`config.mk`:
```
export PLATFORM = sky130hd
export DESIGN_NAME = sense_indicator_flag_unit
export DESIGN_NICKNAME = d
export VERILOG_FILES = /design/src/hw/flag_unit_pkg.sv /design/src/hw/sense_indicator_flag_unit.sv /design/src/hw/half_router.sv /design/src/hw/carry_adder.sv
export SDC_FILE = /design/constraint.sdc
export NUM_CORES = 1
export LEC_CHECK = 0
export BUFFER_PORTS_ARGS = -buffer_cell sky130_fd_sc_hd__buf_4
export CAP_MARGIN = 15
export CORE_ASPECT_RATIO = 1.4
export CORE_UTILIZATION = 56
export CTS_CLUSTER_SIZE = 16
export DETAILED_ROUTE_END_ITERATION = 8
export PLACE_DENSITY = 0.82
export SETUP_SLACK_MARGIN = 0.2
export SLEW_MARGIN = 20
export SYNTH_ARGS = -nofsm -noshare
export SYNTH_HDL_FRONTEND = slang
export SYNTH_SLANG_ARGS = --single-unit
```
`constraint.sdc`:
```
create_clock -name ref_clk -period 10.48 [get_ports ref_clk]
set_clock_uncertainty 0.15 [all_clocks]
set_input_delay 2.096 -clock ref_clk [delete_from_list [all_inputs] [get_ports ref_clk]]
set_output_delay 2.096 -clock ref_clk [all_outputs]
set_load 0.03 [all_outputs]
```
`src/hw/flag_unit_pkg.sv`:
```
// What this block does
// - Load from memory copies storage word into all flags; storage unchanged
// - Store to memory writes all 36 flags to storage; flags unchanged
// - OR from memory sets flags where storage word bits are one
// - Invert from memory toggles flags where storage word bits are one
// - Clear from memory resets flags opposite storage one bits only
// - Set right half ORs control field into right half in fetch cycle
// - Set left half ORs control field into left half; right half kept
// - Clear right half resets right flags opposite field ones
// - Clear left half resets left flags opposite field ones
// - Invert right half toggles right flags opposite field ones
// - Invert left half toggles left flags opposite field ones
// - Copy flags to work register P,1-35; clear its Q and S
// - Copy work register P,1-35 into whole flag register
// - OR work register into flags, copy sequence without initial reset
// - Clear flags opposite work register one bits
// - Invert flags opposite work register one bits
// - Jump if every work register one faces a set flag
// - Jump if every work register one faces a clear flag
// - Test word goes to buffer and adder; carry out of P enables jump
// - Flags take input only from buffer; right field leaves left half zero
// - Left field routes control field bits 0-17 to buffer positions P-17
package flag_unit_pkg;

    // ==========================================================
    // Widths and reset values
    localparam int WORD_W = 36;
    localparam int HALF_W = 18;
    localparam int WORK_W = 38;
    localparam logic [0:35] FLAG_RESET = 36'h000000000;
    localparam logic [0:35] WORD_ZERO  = 36'h000000000;
    localparam logic [0:17] HALF_ZERO  = 18'h00000;

    // ==========================================================
    // Operations issued by the sequencer
    typedef enum logic [4:0] {
        no_op                       = 5'h00,
        load_flags_from_memory      = 5'h01,
        write_flags_to_memory       = 5'h02,
        or_memory_into_flags        = 5'h03,
        invert_flags_by_memory      = 5'h04,
        clear_flags_by_memory       = 5'h05,
        set_right_flags_by_field    = 5'h06,
        set_left_flags_by_field     = 5'h07,
        clear_right_flags_by_field  = 5'h08,
        clear_left_flags_by_field   = 5'h09,
        invert_right_flags_by_field = 5'h0a,
        invert_left_flags_by_field  = 5'h0b,
        copy_flags_to_work_reg      = 5'h0c,
        copy_work_reg_to_flags      = 5'h0d,
        or_work_reg_into_flags      = 5'h0e,
        clear_flags_by_work_reg     = 5'h0f,
        invert_flags_by_work_reg    = 5'h10,
        jump_if_flags_set           = 5'h11,
        jump_if_flags_clear         = 5'h12
    } op_e;

    // ==========================================================
    // Flag update modes and sequencer states
    typedef enum logic [2:0] {
        upd_none   = 3'b000,
        upd_load   = 3'b001,
        upd_or     = 3'b010,
        upd_clear  = 3'b011,
        upd_invert = 3'b100
    } upd_e;

    typedef enum logic [1:0] {
        st_idle = 2'b00,
        st_mem  = 2'b01,
        st_test = 2'b10
    } state_e;

endpackage

```
`src/hw/sense_indicator_flag_unit.sv`:
```
`timescale 1ns/10ps
module sense_indicator_flag_unit (
    input  wire logic                 ref_clk,
    input  wire logic                 resetn,
    input  wire logic                 op_start,
    input  wire flag_unit_pkg::op_e   op_code,
    input  wire logic        [0:17]   ctl_field,
    input  wire logic                 mem_valid,
    input  wire logic        [0:35]   mem_word,
    input  wire logic        [0:35]   work_reg_in,
    output logic             [0:35]   program_flag_word_ff,
    output logic             [0:35]   memory_buffer_word_ff,
    output logic                      busy_ff,
    output logic                      done_ff,
    output logic             [0:35]   store_word_ff,
    output logic                      store_we_ff,
    output logic             [0:37]   work_reg_out_ff,
    output logic                      work_reg_we_ff,
    output logic                      jump_valid_ff,
    output logic                      jump_taken_ff
);
    import flag_unit_pkg::*;

    // ==========================================================
    // Internal state
    state_e      state_ff;
    state_e      nxt_state;
    op_e         op_ff;
    op_e         nxt_op;
    logic [0:35] nxt_buffer;
    upd_e        nxt_mode;
    logic [0:35] nxt_flags;
    logic        nxt_done;
    logic        nxt_store_we;
    logic        nxt_work_we;
    logic        nxt_jump_valid;
    logic        take_start;
    logic        field_left;
    logic [0:35] field_word;
    logic [0:35] test_sum;
    logic        test_carry;

    // Requests are only taken while idle; a start while busy is dropped
    assign take_start = op_start && (state_ff == st_idle);

    // ==========================================================
    // Field routing and the test adder
    always_comb begin
        field_left = (op_code == set_left_flags_by_field)
                  || (op_code == clear_left_flags_by_field)
                  || (op_code == invert_left_flags_by_field);
    end

    half_router u_router (
        .field   (ctl_field),
        .to_left (field_left),
        .routed  (field_word)
    );

    // Carry enters at position 35 and only leaves P if every bit is one
    carry_adder #(
        .WIDTH (WORD_W)
    ) u_adder (
        .a         (memory_buffer_word_ff),
        .carry_in  (1'b1),
        .sum       (test_sum),
        .carry_out (test_carry)
    );

    // ==========================================================
    // Sequencing and buffer word selection
    always_comb begin
        nxt_state      = state_ff;
        nxt_op         = op_ff;
        nxt_buffer     = memory_buffer_word_ff;
        nxt_mode       = upd_none;
        nxt_done       = 1'b0;
        nxt_store_we   = 1'b0;
        nxt_work_we    = 1'b0;
        nxt_jump_valid = 1'b0;
        case (state_ff)
            st_idle: begin
                if (take_start) begin
                    nxt_op = op_code;
                    case (op_code)
                        load_flags_from_memory,
                        write_flags_to_memory,
                        or_memory_into_flags,
                        invert_flags_by_memory,
                        clear_flags_by_memory: begin
                            nxt_state = st_mem;
                        end
                        set_right_flags_by_field,
                        set_left_flags_by_field: begin
                            nxt_buffer = field_word;
                            nxt_mode   = upd_or;
                            nxt_done   = 1'b1;
                        end
                        clear_right_flags_by_field,
                        clear_left_flags_by_field: begin
                            nxt_buffer = field_word;
                            nxt_mode   = upd_clear;
                            nxt_done   = 1'b1;
                        end
                        invert_right_flags_by_field,
                        invert_left_flags_by_field: begin
                            nxt_buffer = field_word;
                            nxt_mode   = upd_invert;
                            nxt_done   = 1'b1;
                        end
                        copy_flags_to_work_reg: begin
                            nxt_buffer  = program_flag_word_ff;
                            nxt_work_we = 1'b1;
                            nxt_done    = 1'b1;
                        end
                        copy_work_reg_to_flags: begin
                            nxt_buffer = work_reg_in;
                            nxt_mode   = upd_load;
                            nxt_done   = 1'b1;
                        end
                        or_work_reg_into_flags: begin
                            // Same path as the copy, minus the flag reset
                            nxt_buffer = work_reg_in;
                            nxt_mode   = upd_or;
                            nxt_done   = 1'b1;
                        end
                        clear_flags_by_work_reg: begin
                            nxt_buffer = work_reg_in;
                            nxt_mode   = upd_clear;
                            nxt_done   = 1'b1;
                        end
                        invert_flags_by_work_reg: begin
                            nxt_buffer = work_reg_in;
                            nxt_mode   = upd_invert;
                            nxt_done   = 1'b1;
                        end
                        jump_if_flags_set: begin
                            nxt_buffer = ~work_reg_in
                                       | program_flag_word_ff;
                            nxt_state  = st_test;
                        end
                        jump_if_flags_clear: begin
                            nxt_buffer = ~work_reg_in
                                       | ~program_flag_word_ff;
                            nxt_state  = st_test;
                        end
                        default: begin
                            nxt_done = 1'b1;
                        end
                    endcase
                end
            end
            st_mem: begin
                // Wait for the storage cycle; the sequencer may stretch it
                if (mem_valid) begin
                    nxt_state = st_idle;
                    nxt_done  = 1'b1;
                    case (op_ff)
                        write_flags_to_memory: begin
                            nxt_buffer   = program_flag_word_ff;
                            nxt_store_we = 1'b1;
                        end
                        load_flags_from_memory: begin
                            nxt_buffer = mem_word;
                            nxt_mode   = upd_load;
                        end
                        or_memory_into_flags: begin
                            nxt_buffer = mem_word;
                            nxt_mode   = upd_or;
                        end
                        invert_flags_by_memory: begin
                            nxt_buffer = mem_word;
                            nxt_mode   = upd_invert;
                        end
                        clear_flags_by_memory: begin
                            nxt_buffer = mem_word;
                            nxt_mode   = upd_clear;
                        end
                        default: begin
                            nxt_mode = upd_none;
                        end
                    endcase
                end
            end
            st_test: begin
                nxt_state      = st_idle;
                nxt_buffer     = test_sum;
                nxt_jump_valid = 1'b1;
                nxt_done       = 1'b1;
            end
            default: begin
                nxt_state = st_idle;
            end
        endcase
    end

    // ==========================================================
    // Flag update, fed only by the word entering the buffer
    always_comb begin
        case (nxt_mode)
            upd_load:   nxt_flags = nxt_buffer;
            upd_or:     nxt_flags = program_flag_word_ff | nxt_buffer;
            upd_clear:  nxt_flags = program_flag_word_ff & ~nxt_buffer;
            upd_invert: nxt_flags = program_flag_word_ff ^ nxt_buffer;
            default:    nxt_flags = program_flag_word_ff;
        endcase
    end

    // ==========================================================
    // State registers
    always_ff @(posedge ref_clk) begin
        if (!resetn) begin
            state_ff <= st_idle;
            op_ff    <= no_op;
        end else begin
            state_ff <= nxt_state;
            op_ff    <= nxt_op;
        end
    end

    // Whole register written at once at the end of the last cycle
    always_ff @(posedge ref_clk) begin
        if (!resetn) begin
            program_flag_word_ff <= FLAG_RESET;
        end else begin
            program_flag_word_ff <= nxt_flags;
        end
    end

    always_ff @(posedge ref_clk) begin
        if (!resetn) begin
            memory_buffer_word_ff <= WORD_ZERO;
        end else begin
            memory_buffer_word_ff <= nxt_buffer;
        end
    end

    always_ff @(posedge ref_clk) begin
        if (!resetn) begin
            busy_ff <= 1'b0;
            done_ff <= 1'b0;
        end else begin
            busy_ff <= (nxt_state != st_idle);
            done_ff <= nxt_done;
        end
    end

    // ==========================================================
    // Storage write port
    always_ff @(posedge ref_clk) begin
        if (!resetn) begin
            store_word_ff <= WORD_ZERO;
            store_we_ff   <= 1'b0;
        end else begin
            store_we_ff <= nxt_store_we;
            if (nxt_store_we) begin
                store_word_ff <= nxt_buffer;
            end
        end
    end

    // ==========================================================
    // Work register write port: S and Q always written as zero
    always_ff @(posedge ref_clk) begin
        if (!resetn) begin
            work_reg_out_ff <= {2'b00, WORD_ZERO};
            work_reg_we_ff  <= 1'b0;
        end else begin
            work_reg_we_ff <= nxt_work_we;
            if (nxt_work_we) begin
                work_reg_out_ff <= {2'b00, nxt_buffer};
            end
        end
    end

    // ==========================================================
    // Transfer decision
    always_ff @(posedge ref_clk) begin
        if (!resetn) begin
            jump_valid_ff <= 1'b0;
            jump_taken_ff <= 1'b0;
        end else begin
            jump_valid_ff <= nxt_jump_valid;
            if (nxt_jump_valid) begin
                jump_taken_ff <= test_carry;
            end else begin
                jump_taken_ff <= 1'b0;
            end
        end
    end

endmodule // sense_indicator_flag_unit

```
`src/hw/half_router.sv`:
```
`timescale 1ns/10ps
module half_router (
    input  wire logic [0:17] field,
    input  wire logic        to_left,
    output logic      [0:35] routed
);
    import flag_unit_pkg::*;

    // ==========================================================
    // Field placement; the other half is forced to zero
    always_comb begin
        if (to_left) begin
            routed = {field, HALF_ZERO};
        end else begin
            routed = {HALF_ZERO, field};
        end
    end
endmodule // half_router

```
`src/hw/carry_adder.sv`:
```
`timescale 1ns/10ps
module carry_adder #(
    parameter int WIDTH = 36
) (
    input  wire logic [0:WIDTH-1] a,
    input  wire logic             carry_in,
    output logic      [0:WIDTH-1] sum,
    output logic                  carry_out
);
    // ==========================================================
    // Ripple from the low-order end (highest index) toward P
    logic [0:WIDTH] carry;

    assign carry[WIDTH] = carry_in;

    genvar i;
    generate
        for (i = 0; i < WIDTH; i++) begin : g_bit
            assign sum[i]   = a[i] ^ carry[i+1];
            assign carry[i] = a[i] & carry[i+1];
        end
    endgenerate

    assign carry_out = carry[0];
endmodule // carry_adder

```
==> impl_metrics.py <==
metrics = {
    "run_status": {
        "status": "completed",
    },
    "route": {
        "detail_route.wirelength_microns": 45300,
        "drtAntennaViolNets": 0,
        "wl_per_cell_microns": 25.1,
        "vias_per_cell": 7.11,
        "drcViolationCount": 0,
        "drt_iter0_markers": 1921,
        "num_vias": 12800,
        "drt_pass1_iterations": 7,
    },
    "grt": {
        "grt-ovfl-total": 0,
        "grt_max_degree": 82,
        "antenna_found_initial": 2,
        "grtUsageTotal_pct": 43.1,
        "grt_pass1_wl_microns": 67500,
        "grt_pass1_vias": 11600,
    },
    "finish": {
        "nets": 1748,
        "syn_to_final_growth_pct": 21.0,
        "design_area_sq_um": 13700,
        "drive_gt1_share_pct": 23.3,
        "diodes": 0,
    },
    "yosys": {
        "synthTopCellsByCount": "o21ai_0, dfxtp_1, nor2_1, ha_1, a21oi_1",
        "synth-seq-cells": 157,
        "synth_warnings": 0,
        "synth_edf_count": 0,
        "ys_seq_area_share_pct": 27.7,
        "synthCells": 1388,
        "yosysTopAreaCell": "dfxtp_1",
        "synth_flop_cell": "dfxtp_1",
        "yosysMostFrequentCell": "o21ai_0",
        "synth_area_sq_um": 11300,
        "synth_area_leaders": "dfxtp_1, ha_1, o21ai_0",
        "synthDistinctLibCells": 75,
        "yosys.area.top_type_share_pct": 27.7,
        "synth-async-reset-ratio_pct": 0,
        "syn_avg_cell_area_sq_um": 8.17,
    },
    "setup_path": {
        "startpoint_type": "register",
        "crit_slowest_cell": "a211oi_2",
        "cp_num_buf_inv": 0,
        "cp_top_family": "adder cells",
        "reg2reg_slack_ns": 2.00,
        "critPathMostFrequentCell": "ha_1",
        "crit_fanout": 6,
        "required_ns": 10.65,
        "cpPeakStageDelay_ns": 0.42,
        "arrival_ns": 8.65,
        "critPathKind": "register to register",
        "end_kind": "register",
    },
    "power_and_ir_drop": {
        "total_leakage_power_nw": 5.65,
        "p_seq_share_pct": 38.5,
        "pwr-share-clk_pct": 34.6,
        "internal_power_mw": 1.15,
        "peakVddDrop_mv": 0.118,
        "power.switching_mw": 0.644,
        "p_comb_share_pct": 26.9,
        "switching_share_pct": 36.0,
        "power.density_nw_per_um2": 131,
    },
    "floorplanning": {
        "core.rowCount": 61,
        "core_area_sq_um": 19800,
        "chipHeight_microns": 170,
        "fp.dieW_microns": 122,
        "fp.dieArea_sq_um": 20800,
        "start_util_pct": 57.1,
        "io_pins": 251,
    },
    "sta": {
        "hold_viol": 0,
        "maxSlewHeadroom_pct": 28.1,
        "worstMarginPinSlew_ns": 1.07,
        "setup_viol": 0,
        "max_freq_mhz": 118,
        "finalCritPeriodShare_pct": 80.9,
        "slew_viol_final": 0,
        "setup_tns_ns": 0,
        "fin_crit_ns": 8.48,
        "rsz0062_at_grt": "false",
    },
    "clock_network": {
        "cts_resized": 0,
        "cts_tree": "yes",
        "cts_buffer_depth": 2,
        "clkSlewWorstSetupHoldPaths_ns": 0.07,
        "cts_setup_buffers": 0,
        "htree_levels": 4,
        "cts_made_buffers": 17,
        "clk_latency_ns": 0.45,
        "clock_sinks": 157,
        "clockRootBuffer": "clkbuf_16",
        "hold_buffers": 0,
    },
    "placed_design": {
        "dpl-instance-area_sq_um": 13100,
        "numPortBuffers": 248,
        "globalplace.congestion": 1.00,
        "hpwlAfterDp_microns": 30900,
    },
    "min_path": {
        "hold_path_class": "register to register",
    },
    "run": {
        "max_cap_violations": 0,
    },
}
==> stage by stage <==
stage / hold WS [ns] / worst slack, ns / instances / utilization (%) / power [mW]
global placement: 0.303 / 2.27 / 1774 / 66.2 / 1.15
detailed placement: 0.313 / 2.09 / 1774 / 66.2 / 1.17
CTS: 0.322 / 2.03 / 1806 / 69.1 / 1.78
finish: 0.327 / 2.00 / 1807 / 69.1 / 1.79
global route: 0.356 / 1.70 / 1807 / 69.1 / 1.85
floorplan: 0.294 / 2.56 / 1389 / - / 0.988
==> metal layers <==
metal,track usage (%),part of all wire (%)
met1,50.0,34
met2,65.7,44
met3,11.1,12
met4,35.8,9.3
met5,0,0.024
==> tightest hold or removal path, delay by kind of cell (launching register included) <==
kind	cells	cell delay (ns)
DFF	1	0.32
and+or+nand+nor	1	0.06
AOI/OAI and AO/OA	1	0.05
==> power by group through the flow <==
stage | combinational, mW | sequential (mW) | clock, mW
floorplan | 0.261 | 0.726 | 0
CTS | 0.469 | 0.686 | 0.620
global route | 0.514 | 0.692 | 0.645
finish | 0.482 | 0.689 | 0.620
global placement | 0.453 | 0.698 | 0
detailed placement | 0.466 | 0.699 | 0
==> layout by cell type, fill, tap and decap left out, drive strengths merged, types with 22 or more instances in the layout <==
| cell | instances |
|---|---|
| a211oi | 36 |
| a21oi | 92 |
| a221oi | 79 |
| a22o | 40 |
| a31oi | 23 |
| buf | 273 |
| dfxtp | 157 |
| ha | 107 |
| inv | 49 |
| nand2 | 37 |
| nand3 | 22 |
| nor2 | 116 |
| o211ai | 26 |
| o21ai | 205 |
| o22ai | 33 |
| xnor2 | 27 |
==> cell type report <==
| type | instances | area [sq um] |
|---|---|---|
| multi-input cells | 1048 | 7470 |
| fillers | 1620 | 6130 |
| flip-flops and latches | 157 | 3140 |
| repair buffers | 274 | 2050 |
| clock buffers | 19 | 443 |
| well taps | 252 | 315 |
| inverters | 44 | 165 |
| clock inverters | 13 | 128 |
==> state kept, by name, summed over array words and instances, names as in the netlist <==
name / count
state_ff: 2
work_reg_out_ff: 36
program_flag_word_ff: 36
store_we_ff: 1
op_ff: 5
jump_taken_ff: 1
store_word_ff: 36
memory_buffer_word_ff: 36
busy_ff: 1
done_ff: 1
work_reg_we_ff: 1
jump_valid_ff: 1
==> logic make-up after synthesis <==
family | Yosys count | share of synthesized area, %
compound gates | 649 | 39.6
flops | 157 | 27.7
mux | 12 | 1.17
other cells | 1 | 0.0331
simple gates | 251 | 10.6
xor+xnor | 27 | 2.09
fa+ha+maj | 107 | 11.8
buf+inv | 184 | 6.96
==> worst paths after layout <==
path	depth (start not counted)	end	from
worst max-delay path	39	program_flag_word_ff[1]	memory_buffer_word_ff[35]
worst min-delay path	2	op_ff[3]	op_ff[3]
worst max register to register	39	program_flag_word_ff[1]	memory_buffer_word_ff[35]
worst min register to register	2	op_ff[3]	op_ff[3]
(Power assumes the default switching activity.)
